### config.mk
export PLATFORM = sky130hd
export DESIGN_NAME = rnpd_top
export DESIGN_NICKNAME = d
export VERILOG_FILES = /design/src/rtl/rnpd_pkg.sv /design/src/rtl/rnpd_top.sv
export SDC_FILE = /design/constraint.sdc
export NUM_CORES = 1
export LEC_CHECK = 0
export BUFFER_PORTS_ARGS = -buffer_cell sky130_fd_sc_hd__clkbuf_2
export CAP_MARGIN = 20
export CORE_MARGIN = 4
export CORE_UTILIZATION = 45
export CTS_CLUSTER_DIAMETER = 120
export DETAILED_ROUTE_END_ITERATION = 16
export PLACE_DENSITY = 0.65
export SLEW_MARGIN = 15
export SYNTH_ARGS = -nofsm -noshare
export SYNTH_HDL_FRONTEND = slang
export SYNTH_SLANG_ARGS = --single-unit
export TNS_END_PERCENT = 20
### constraint.sdc
create_clock -name clock -period 1.3 [get_ports clock]
set_input_delay 0.195 -clock clock [delete_from_list [all_inputs] [get_ports clock]]
set_output_delay 0.195 -clock clock [all_outputs]
set_load 0.03 [all_outputs]
### src/rtl/rnpd_pkg.sv
// How it works
// RULE_01 - a low level on the external reset input while the oscillator runs puts the device in reset.
// RULE_02 - low pulses on the reset input shorter than 10 ns are treated as spikes and ignored.
// RULE_03 - low pulses on the reset input longer than 100 ns pass the filter and reach the reset logic; code needs FILTER_CYCLES+1 low samples (150 ns).
// RULE_04 - the outside party should hold reset low for 100 ns plus two clock cycles for safe recognition.
// RULE_05 - the outside party keeps reset low until the configuration pins have settled.
// RULE_06 - a falling edge on the non-maskable trap input makes the cpu branch to its trap routine.
// RULE_07 - the power-down instruction with the trap input low enters power-down mode.
// RULE_08 - the power-down instruction with the trap input high is ignored and the cpu runs on.
// RULE_09 - at the end of an external reset the two configuration pins are sampled as startup values.
// RULE_10 - reset and trap inputs are synchronised to the cpu clock before any edge or release logic.
// RULE_11 - the sampled startup values are held constant until the next external reset.
package rnpd_pkg;
    localparam int CLOCK_HZ        = 20000000;
    localparam int PASS_TIME_NS    = 100;
    // longest time a pulse must pass: round down, at least one cycle
    localparam int PASS_CYCLES_RAW = PASS_TIME_NS * (CLOCK_HZ / 1000000) / 1000;
    localparam int PASS_CYCLES     = (PASS_CYCLES_RAW < 1) ? 1 : PASS_CYCLES_RAW;
    localparam logic [1:0] CONFIG_RESET = 2'h0;

    typedef enum logic [2:0] {
        RNPD_RUN    = 3'h1,
        RNPD_RESET  = 3'h2,
        RNPD_POWDN  = 3'h4
    } rnpd_state_e;
endpackage

### src/rtl/rnpd_top.sv
`timescale 1ns/1ps
module rnpd_top #(
    parameter int FILTER_CYCLES = rnpd_pkg::PASS_CYCLES
) (
    input  wire logic       clock,
    input  wire logic       resetn,
    input  wire logic       osc_running,
    input  wire logic       external_reset_in,
    input  wire logic       nmi_in,
    input  wire logic       power_down_instruction,
    input  wire logic       config_pin_a,
    input  wire logic       config_pin_b,
    output logic            device_reset,
    output logic            nmi_trap,
    output logic            power_down,
    output logic [1:0]      startup_config
);
    // the low counter is eight bits wide; a longer filter cannot be served
    // and a zero-length one would let every sampled spike through
    if (FILTER_CYCLES < 1 || FILTER_CYCLES > 255) begin : g_bad_filter
        $error("FILTER_CYCLES out of range");
    end

    logic [1:0]         rst_sync;
    logic [1:0]         nmi_sync;
    logic [1:0]         cfg_a_sync;
    logic [1:0]         cfg_b_sync;
    logic               nmi_prev;
    logic [7:0]         low_count;
    logic               rst_filtered;
    rnpd_pkg::rnpd_state_e state;

    // two-flop synchronisers; pins are asynchronous to the cpu clock
    always_ff @(posedge clock or negedge resetn) begin
        if (!resetn) begin
            rst_sync   <= 2'h3;
            nmi_sync   <= 2'h3;
            cfg_a_sync <= 2'h0;
            cfg_b_sync <= 2'h0;
        end else begin
            rst_sync   <= {rst_sync[0], external_reset_in}; // RULE_10
            nmi_sync   <= {nmi_sync[0], nmi_in}; // RULE_10
            cfg_a_sync <= {cfg_a_sync[0], config_pin_a};
            cfg_b_sync <= {cfg_b_sync[0], config_pin_b};
        end
    end

    // spike filter: a low must last FILTER_CYCLES+1 samples to count,
    // so sub-cycle spikes never reach the reset logic
    always_ff @(posedge clock or negedge resetn) begin
        if (!resetn) begin
            low_count    <= 8'h00;
            rst_filtered <= 1'b0;
        end else if (rst_sync[1]) begin
            low_count    <= 8'h00; // RULE_02
            rst_filtered <= 1'b0;
        end else if (low_count < 8'(FILTER_CYCLES)) begin
            low_count    <= low_count + 8'h01;
        end else begin
            rst_filtered <= osc_running; // RULE_01 RULE_03
        end
    end

    // edge history for the trap input
    always_ff @(posedge clock or negedge resetn) begin
        if (!resetn)
            nmi_prev <= 1'b1;
        else
            nmi_prev <= nmi_sync[1];
    end

    // trap pulse on a synchronised falling edge, not during reset
    always_ff @(posedge clock or negedge resetn) begin
        if (!resetn)
            nmi_trap <= 1'b0;
        else
            nmi_trap <= nmi_prev && !nmi_sync[1]
                        && state == rnpd_pkg::RNPD_RUN; // RULE_06
    end

    // device state: reset wins over everything; power-down only wakes
    // through reset since this block sees no other wake source
    always_ff @(posedge clock or negedge resetn) begin
        if (!resetn) begin
            state <= rnpd_pkg::RNPD_RESET;
        end else if (rst_filtered) begin
            state <= rnpd_pkg::RNPD_RESET; // RULE_01
        end else begin
            case (state)
                rnpd_pkg::RNPD_RESET: begin
                    state <= rnpd_pkg::RNPD_RUN;
                end
                rnpd_pkg::RNPD_RUN: begin
                    if (power_down_instruction && !nmi_sync[1])
                        state <= rnpd_pkg::RNPD_POWDN; // RULE_07 RULE_08
                end
                rnpd_pkg::RNPD_POWDN: begin
                    state <= rnpd_pkg::RNPD_POWDN;
                end
                default: begin
                    state <= rnpd_pkg::RNPD_RESET;
                end
            endcase
        end
    end

    // configuration captured on the cycle reset releases
    always_ff @(posedge clock or negedge resetn) begin
        if (!resetn)
            startup_config <= rnpd_pkg::CONFIG_RESET;
        else if (state == rnpd_pkg::RNPD_RESET && !rst_filtered)
            startup_config <= {cfg_b_sync[1], cfg_a_sync[1]}; // RULE_09 RULE_11
    end

    assign device_reset = (state == rnpd_pkg::RNPD_RESET);
    assign power_down   = (state == rnpd_pkg::RNPD_POWDN);
endmodule

-- Word-level counts from Yosys, hierarchy flattened
Index checks and enable logic that the tools add are counted.
- shift-type cells: 0
- order comparisons: 1
- muxes and demuxes: 7
- add/subtract/negate cells: 1
- bitwise operators: 0
- multipliers: 0
- divide/modulo/power cells: 0
- equal/unequal tests: 5
- reduce and logical (&&, ||, !) cells: 7
- operator list (kind ; count):
    2-to-1 mux 8 bit ; 2
    one-hot mux 3 bit (3 select lines) ; 1
    adder 8 x 1 -> 8 bit (second input constant) ; 1
    less-than comparator 8 x 2 -> 1 bit (second input constant) ; 1
    2-to-1 mux 3 bit ; 2
    logical AND 1 bit ; 4
    == test 3 x 1 -> 1 bit (second input constant) ; 1
    == test 3 x 2 -> 1 bit (second input constant) ; 1
    == test 3 bit (second input constant) ; 1
    != test 3 x 2 -> 1 bit (second input constant) ; 1
    zero test 1 bit ; 2
    2-to-1 mux 1 bit ; 2
    != test 2 bit (second input constant) ; 1
    nonzero test 2 bit ; 1
- bits in registers: 24
- input bits: 8
- memories kept: 0
- memory bits (writable): 0
- latch bits: 0
- word-level logic and storage cells: 31
- output and inout port bits: 5
- ROM bits: 0

-- Longest topological paths before layout
Gate-level depths: netlist of the first run.
- depth after elaboration: 5
- gate-level depth with buffers: 4
- gate-level depth less buffers: 3

-- Least setup slack after synthesis of the first run
No wires, ideal clock.
- path kind: register -> output
- start: register state[2]
- end: output port power_down
- setup slack: -90 ps
- arrival time: 1195 ps
- path buffers: 1
- required time: 1105 ps
- stages on the path, launching flop included: 3
- cell sequence: dfrtp_1 -> buf_6 -> nor3b_1
- longest elaborated chain between the ends: 1
- ends and longest elaborated chain (what ; line ; RTL):
    start: declaration ; rnpd_top.sv:31 ; rnpd_pkg::rnpd_state_e state;
    start signal: assignment ; rnpd_top.sv:85 ; state <= rnpd_pkg::RNPD_RESET;
    start signal: assignment ; rnpd_top.sv:87 ; state <= rnpd_pkg::RNPD_RESET;
    start signal: assignment ; rnpd_top.sv:91 ; state <= rnpd_pkg::RNPD_RUN;
    == test 3 bit ; rnpd_top.sv:116 ; assign power_down = (state == rnpd_pkg::RNPD_POWDN);
    end: declaration ; rnpd_top.sv:15 ; output logic power_down,
Every way passes these cells.

-- Worst setup path in the final report of the first run
- start: register state[1]
- end: output port power_down
Same word-level chain as after synthesis.

==> metrics.md, run 1 <==
| Metric | Value |
|---|---|
| Crit path DAT | 1.21 ns |
| Achievable Freq | 710 MHz |
| RSZ-0062 raised after global routing | true |
| Register area share after synthesis | 0.670 |
| Post-DR wirelength/cell | 12.2 µm |
| Post-route setup TNS | -0.336 ns |
| Core Util, Final | 0.656 |
| Clock slew at reported path FFs | 0.12 ns |
| Num rows | 15 |
| Endpoints failing hold | 0 |
| Area Overhead vs Synth | 31.7% |
| Crit-path max FO | 5 |
| Num ports | 13 |
| Final setup viols | 4 |
| Fraction of layout cells with a size suffix above 1 | 0.427 |
| Setup Skew | 0.00366 ns |
| Max cap viols | 0 |
| Area fraction of the dominant cell type after synthesis | 0.497 |
| Maximum clock insertion buffer count | 2 |
| Status | finished with violations |
| Post-Route WL | 1390 µm |
| Largest net degree at the start of global routing | 25 |
| Max Slew Vio Count | 0 |
| Failing checks | setup timing |
| Yosys top cell by area | dfrtp_1 |
| Fin crit share | 1.08 |
| Gate Count Post-Synth | 64 |
| Count leader, synth | dfrtp_1 |
| Die area | 2800 µm² |
| CTS tree | built |
| Worst Setup Start Kind | flop |
| Root buf cell | clkbuf_4 |
| WS Path Type | flop to output pin |
| Post-synth ARST share | 1.00 |
| Total track usage | 0.132 |
| #FFs+latches synth | 24 |
| Leak Pwr | 0.000548 µW |
| Residual DRC count | 0 |
| Initial core utilization | 0.498 |
| Mapped cell area | 907 µm² |
| Syn nets | 73 |
| Power per cell area | 2050 nW/µm² |
| Core area | 1820 µm² |
| Total CTS buffers | 3 |
| Synth top cells by count | 18 x dfrtp_1, 6 x dfstp_2, 5 x nor2_1, 5 x nor2b_1 |
| Avg Inst Size Synth | 14.2 µm² |
| Initial drt markers | 3 |
| Register share of total power | 0.415 |
| Top cells by area, synth | dfrtp_1 50%, dfstp_2 17%, nor2b_1 3.4% |
| Layout Nets | 99 |
| Die Width | 52.9 µm |
| Clock share of power | 0.210 |
| Fin worst setup slack | -0.109 ns |
| Comb power frac | 0.375 |
| Sw frac | 0.310 |
| Antenna violations before repair | 0 |
| Antenna diodes | 0 |
| EDFF count, synth | 0 |
| Vias in the first global route | 585 |
| Worst Hold Margin | 0.131 ns |
| Int Power | 1690 µW |
| Psw | 758 µW |
| Worst slew pin tran | 0.552 ns |
| Synth cell types | 29 |
| Slew HR | 0.632 |
| Minimum clock period | 1.41 ns |
| CP Capture Type | output pin |
| Latest clock arrival within the worst-skew pair | 0.30 ns |
| HPWL Detailed | 946 µm |
| Port bufs | 12 |
| DR pass1 iterations | 4 |
| Vias post-DR | 554 |
| Data required, critical path | 1.11 ns |
| H-tree depth | 1 |
| Fill cells | 142 |
| Chip Height | 52.9 µm |
| Clk sinks | 24 |
| Path category of the worst min-delay check | input pin to flop |
| Power consumption | 2450 µW |
| Ys Warns | 0 |
| Routability Congestion | 0.808 |
| Ys flop type | dfrtp_1 |
| Total gr overflow | 0 |
| Final ANT Viol Nets | 0 |
| First-pass GRT wire length | 2620 µm |
| Maximum vdd ir drop | 1160 µV |
| Routed vias/inst | 4.86 |
cells in the final DEF (no fill, tap or decap), drive strengths merged:
| cell type | instances |
|---|---|
| nand3 | 1 |
| nor2b | 5 |
| a31oi | 2 |
| ha | 1 |
| dlygate4sd3 | 5 |
| nand2 | 1 |
| o21ai | 2 |
| nor3b | 1 |
| o21bai | 1 |
| buf | 7 |
| dfrtp | 18 |
| a211o | 1 |
| and2 | 1 |
| dfstp | 6 |
| nor4bb | 1 |
| nor2 | 5 |
| nor3 | 3 |
| xnor2 | 1 |
| nor4 | 2 |
| clkbuf | 14 |
| a21oi | 1 |
| bufinv | 1 |
| inv | 2 |
| mux2 | 2 |
| nand4b | 1 |
| a211oi | 1 |
| nand2b | 3 |
final cells by class:
class / instances / area (µm²) / share of cell area
clock buffer: 3 / 22.5 / 0.0188
tap: 25 / 31.3 / 0.0262
inverter: 2 / 7.51 / 0.00628
timing repair buffer: 23 / 198 / 0.165
clock inverter: 1 / 30.0 / 0.0251
multi-input combinational: 36 / 297 / 0.248
sequential: 24 / 609 / 0.510
critical path, cell delays in order (launching register included):
cell and delay, ns:
dfstp_2 0.59, buf_6 0.12, nor3b_2 0.04, clkbuf_8 0.15
stage by stage:
step | std cells | setup slack [ns] | area, µm²
global placement | 102 | 0.0978 | 1010
CTS | 112 | -0.133 | 1150
detailed placement | 102 | 0.0603 | 1010
global route | 114 | -0.173 | 1190
finish | 114 | -0.109 | 1190
floorplan | 64 | -0.0295 | 912
what timing repair did:
action | CTS | global route
endpoints found under the setup margin | 2 | 5
pin swaps | 1 | 3
hold buffers | 5 | 0
gates resized for setup | 9 | 4
buffers inserted | 1 | 2
cloned | 0 | 0
endpoints found under the hold margin | 22 | 0
path summary, 6_finish.rpt:
path                             startpoint                 to  slack, ns  cells past startpoint
worst max-delay path               state[1]         power_down      -0.11                      3
worst min-delay path            osc_running       rst_filtered       0.13                      3
max in group asynchronous            resetn           state[2]       0.51                      2
worst min register to register  nmi_sync[0]        nmi_sync[1]       0.36                      0
min in group asynchronous            resetn  startup_config[1]       0.40                      2
worst max register to register     state[1]  startup_config[0]      -0.06                      4
flip-flops by register name, indices dropped and copies added (netlist names):
signal,flops
startup_config,2
low_count,8
cfg_b_sync,2
nmi_sync,2
state,3
nmi_trap,1
rst_sync,2
nmi_prev,1
rst_filtered,1
cfg_a_sync,2
logic make-up (layout without fill, tap and decap cells):
group / count (synthesis) / after routing / synth area share
AOI/OAI and AO/OA: 8 / 8 / 0.0621
DFF: 24 / 24 / 0.670
muxes: 2 / 2 / 0.0248
and+or+nand+nor: 24 / 24 / 0.194
xor gates and xnor gates: 1 / 1 / 0.00966
adders and majority gates: 1 / 1 / 0.0138
buffers and inverters: 4 / 29 / 0.0248
power by group through the flow:
stage	sequential (µW)	clock, µW	combinational [µW]
after floorplan	1090	0	434
after global placement	1020	0	695
after detailed placement	1030	0	723
after CTS	1020	535	854
after global routing	1040	572	1010
final	1020	515	917
per-layer routing:
layer  routed length, µm  global-route usage
met1                 635               0.182
met2                 666               0.200
met3                  72              0.0507
met4                  12              0.0255
met5                   0                   0
(Power assumes the default switching activity.)
==> inputs of run 2 (changes only) <==
ABC_AREA = 1   (was unset)
==> run 2 against run 1 <==
The run still ends with setup timing left. Worst setup slack improved by 0.033 ns. Register-to-register slack better by 0.25 ns. Critical endpoint unchanged. Die area rose by 1.8%. Critical path type unchanged.
==> metrics.md, run 2 <==
| Metric | Value |
|---|---|
| End of the worst register-to-register path | startup_config[0] (unchanged) |
| Power per cell area | 2140 nW/µm² (was 2050 nW/µm²) |
| Post-synth ARST share | 1.00 (unchanged) |
| Hold Path Stages | 3 (unchanged) |
| Clk sinks | 24 (unchanged) |
| Syn nets | 99 (was 73) |
| Antenna diodes | 0 (unchanged) |
| WS Path Type | flop to output pin (unchanged) |
| Root buf cell | clkbuf_4 (unchanged) |
| Worst slew pin tran | 0.566 ns (was 0.552 ns) |
| CTS tree | built (unchanged) |
| Mux contribution to synthesized area | 0 (was 0.0248) |
| Endpoints failing hold | 0 (unchanged) |
| Max Slew Vio Count | 0 (unchanged) |
| Synth top cells by count | 21 x nand2_1, 18 x dfrtp_1, 11 x inv_1, 11 x nor2_1 (was 18 x dfrtp_1, 6 x dfstp_2, 5 x nor2_1, 5 x nor2b_1) |
| Fin area | 1170 µm² (was 1190 µm²) |
| Largest net degree at the start of global routing | 25 (unchanged) |
| Minimum clock period | 1.38 ns (was 1.41 ns) |
| Ys Warns | 0 (unchanged) |
| Failing checks | setup timing (unchanged) |
| Total CTS buffers | 3 (unchanged) |
| Area fraction of the dominant cell type after synthesis | 0.486 (was 0.497) |
| Crit path cell chain | inv_2 -> nand2_2 -> nor2_1 -> buf_4 (was buf_6 -> nor3b_2 -> clkbuf_8) |
| Largest Register | low_count (unchanged) |
| Residual DRC count | 0 (unchanged) |
| Data required, critical path | 1.11 ns (about the same) |
| CP Capture Type | output pin (unchanged) |
| H-tree depth | 1 (unchanged) |
| Final setup viols | 2 (was 4) |
| Yosys top cell by area | dfrtp_1 (unchanged) |
| Fin worst setup slack | -0.0764 ns (was -0.109 ns) |
| Fraction of the mapped netlist area in adder cells | 0.0135 (was 0.0138) |
| Final ANT Viol Nets | 0 (unchanged) |
| #FFs+latches synth | 24 (unchanged) |
| Layout Nets | 124 (was 99) |
| Crit path DAT | 1.18 ns (was 1.21 ns) |
| Routed vias/inst | 4.33 (was 4.86) |
| M1 GR Usage | 0.151 (was 0.182) |
| Vias in the first global route | 576 (was 585) |
| Max incr delay on CP | 0.58 ns (was 0.59 ns) |
| Routability Congestion | 0.766 (was 0.808) |
| Int Power | 1610 µW (was 1690 µW) |
| Antenna violations before repair | 0 (unchanged) |
| Max cap viols | 0 (unchanged) |
| Vias post-DR | 611 (was 554) |
| Maximum vdd ir drop | 1150 µV (was 1160 µV) |
| Avg Inst Size Synth | 10.3 µm² (was 14.2 µm²) |
| Die area | 2850 µm² (was 2800 µm²) |
| Area Overhead vs Synth | 26.1% (was 31.7%) |
| Post-Route WL | 1430 µm (was 1390 µm) |
| Top cells by area, synth | dfrtp_1 49%, dfstp_2 17%, nand2_1 8.5% (was dfrtp_1 50%, dfstp_2 17%, nor2b_1 3.4%) |
| Slew HR | 0.622 (was 0.632) |
| Initial drt markers | 12 (was 3) |
| Gate Count Post-Synth | 90 (was 64) |
| Most Crowded Layer GR | met2 (unchanged) |
| Post-synthesis compound-gate area fraction | 0.0243 (was 0.0621) |
| Largest family of logic cells by synthesized area | simple AND/OR/NAND/NOR gates (unchanged) |
| First-pass GRT wire length | 2440 µm (was 2620 µm) |
| Latest clock arrival within the worst-skew pair | 0.31 ns (was 0.30 ns) |
| Initial core utilization | 0.472 (was 0.498) |
| Total gr overflow | 0 (unchanged) |
| Register area share after synthesis | 0.657 (was 0.670) |
| Clock share of power | 0.212 (was 0.210) |
| Leak Pwr | 0.000615 µW (was 0.000548 µW) |
| Sink of the worst hold path | rst_filtered (unchanged) |
| Met2 Use GR | 0.190 (was 0.200) |
| Grt met3 use | 0.0338 (was 0.0507) |
| Comb power frac | 0.376 (was 0.375) |
| Fraction of layout cells with a size suffix above 1 | 0.377 (was 0.427) |
| Port bufs | 12 (unchanged) |
| Sw frac | 0.353 (was 0.310) |
| Max reg flops | 8 (unchanged) |
| Core area | 1960 µm² (was 1820 µm²) |
| Psw | 879 µW (was 758 µW) |
| Worst Reg-to-Reg Cells | 6 (was 4) |
| HPWL Detailed | 976 µm (was 946 µm) |
| Chip Height | 53.4 µm (was 52.9 µm) |
| Post-DR wirelength/cell | 10.1 µm (was 12.2 µm) |
| Worst Hold Margin | 0.114 ns (was 0.131 ns) |
| Reg2reg start | state[1] (unchanged) |
| Ys flop type | dfrtp_1 (unchanged) |
| Count leader, synth | nand2_1 (was dfrtp_1) |
| Registers with the most flip-flops | low_count (8), state (3) (unchanged) |
| Setup Skew | 0.0101 ns (was 0.00366 ns) |
| Crit-path max FO | 2 (was 5) |
| Hold path start | osc_running (unchanged) |
| Commonest non-fill, non-tap cell in the layout | nand2_1 (was dfrtp_1) |
| Die Width | 53.4 µm (was 52.9 µm) |
| Synth cell types | 16 (was 29) |
| Post-synthesis simple-gate area fraction | 0.235 (was 0.194) |
| DP Area | 1020 µm² (was 1010 µm²) |
| Worst Setup Start Kind | flop (unchanged) |
| Total track usage | 0.125 (was 0.132) |
| Flop-to-flop setup slack | 0.19 ns (was -0.06 ns) |
| Status | finished with violations (unchanged) |
| Register share of total power | 0.412 (was 0.415) |
| EDFF count, synth | 0 (unchanged) |
| Num rows | 16 (was 15) |
| Num ports | 13 (unchanged) |
| Slowest cell on crit path | dfstp_2 (unchanged) |
| Achievable Freq | 727 MHz (was 710 MHz) |
| Path category of the worst min-delay check | input pin to flop (unchanged) |
| Clock slew at reported path FFs | 0.12 ns (about the same) |
| Fin crit share | 1.06 (was 1.08) |
| DR pass1 iterations | 4 (unchanged) |
| Most frequent cells in the layout | 20 x nand2_1, 18 x dfrtp_1, 11 x nor2_1 (was 17 x dfrtp_1, 10 x clkbuf_2, 6 x dfstp_2) |
| RSZ-0062 raised after global routing | true (unchanged) |
| Mapped cell area | 926 µm² (was 907 µm²) |
| Maximum clock insertion buffer count | 2 (unchanged) |
| XOR/XNOR share of the synthesized area | 0.00946 (was 0.00966) |
[run 2: cell families after synthesis]
family / Yosys count
compound gates: 3
flops: 24
fa+ha+maj: 1
buf+inv: 15
simple gates: 46
xor+xnor: 1
[run 2: critical path: cells and delay by family, from the launching register on]
| family | cells | cell delay [ns] |
|---|---|---|
| DFF | 1 | 0.58 |
| buffers and inverters | 2 | 0.20 |
| and+or+nand+nor | 2 | 0.10 |
[run 2: worst max-delay path by stage]
| stage | startpoint | endpoint | slack, ns | depth (start not counted) |
|---|---|---|---|---|
| after floorplan | state[0] | power_down | 0.18 | 3 |
| after global placement | state[1] | device_reset | 0.22 | 3 |
| after detailed placement | state[1] | device_reset | 0.19 | 3 |
| after CTS | state[1] | power_down | -0.1 | 4 |
| after global routing | state[1] | power_down | -0.13 | 4 |
| final | state[1] | power_down | -0.08 | 4 |
[run 2: power by group through the flow]
stage          sequential (µW)  combinational [µW]  clock [µW]
6_report                  1030                 937         529
5_1_grt                   1050                1030         581
4_1_cts                   1020                 929         543
3_5_place_dp              1030                 763           0
3_3_place_gp              1030                 742           0
2_1_floorplan             1080                 532           0
[run 2: metal layers]
| metal | vias up | part of all wire |
|---|---|---|
| li1 | 317 | - |
| met3 | 2 | 0.031 |
| met2 | 6 | 0.49 |
| met4 | 0 | 0.013 |
| met1 | 286 | 0.47 |
| met5 | - | 0 |
[run 2: cell type report]
cell class	instances	area [µm²]
Clock buffer	3	22.5
Clock inverter	1	30.0
Tap cell	27	33.8
Sequential cell	24	608
Multi-Input combinational cell	51	272
Inverter	15	56.3
Fill cell	179	795
Timing Repair Buffer	20	145
[run 2: what timing repair did]
item,4_1_cts,5_1_grt
pin swaps,1,0
gates cloned,0,0
hold buffers,5,0
setup buffers,3,0
hold endpoints to repair,22,0
gates resized for setup,7,3
endpoints found under the setup margin,2,2
[run 2: per-stage QoR]
step / util / total power (µW) / std cells / setup TNS (ns) / worst slack [ns]
4_1_cts: 0.594 / 2500 / 141 / -0.166 / -0.0970
5_1_grt: 0.595 / 2660 / 141 / -0.225 / -0.131
3_3_place_gp: 0.520 / 1770 / 129 / 0 / 0.221
6_report: 0.595 / 2490 / 141 / -0.110 / -0.0764
2_1_floorplan: - / 1610 / 90 / 0 / 0.179
3_5_place_dp: 0.520 / 1800 / 129 / 0 / 0.195
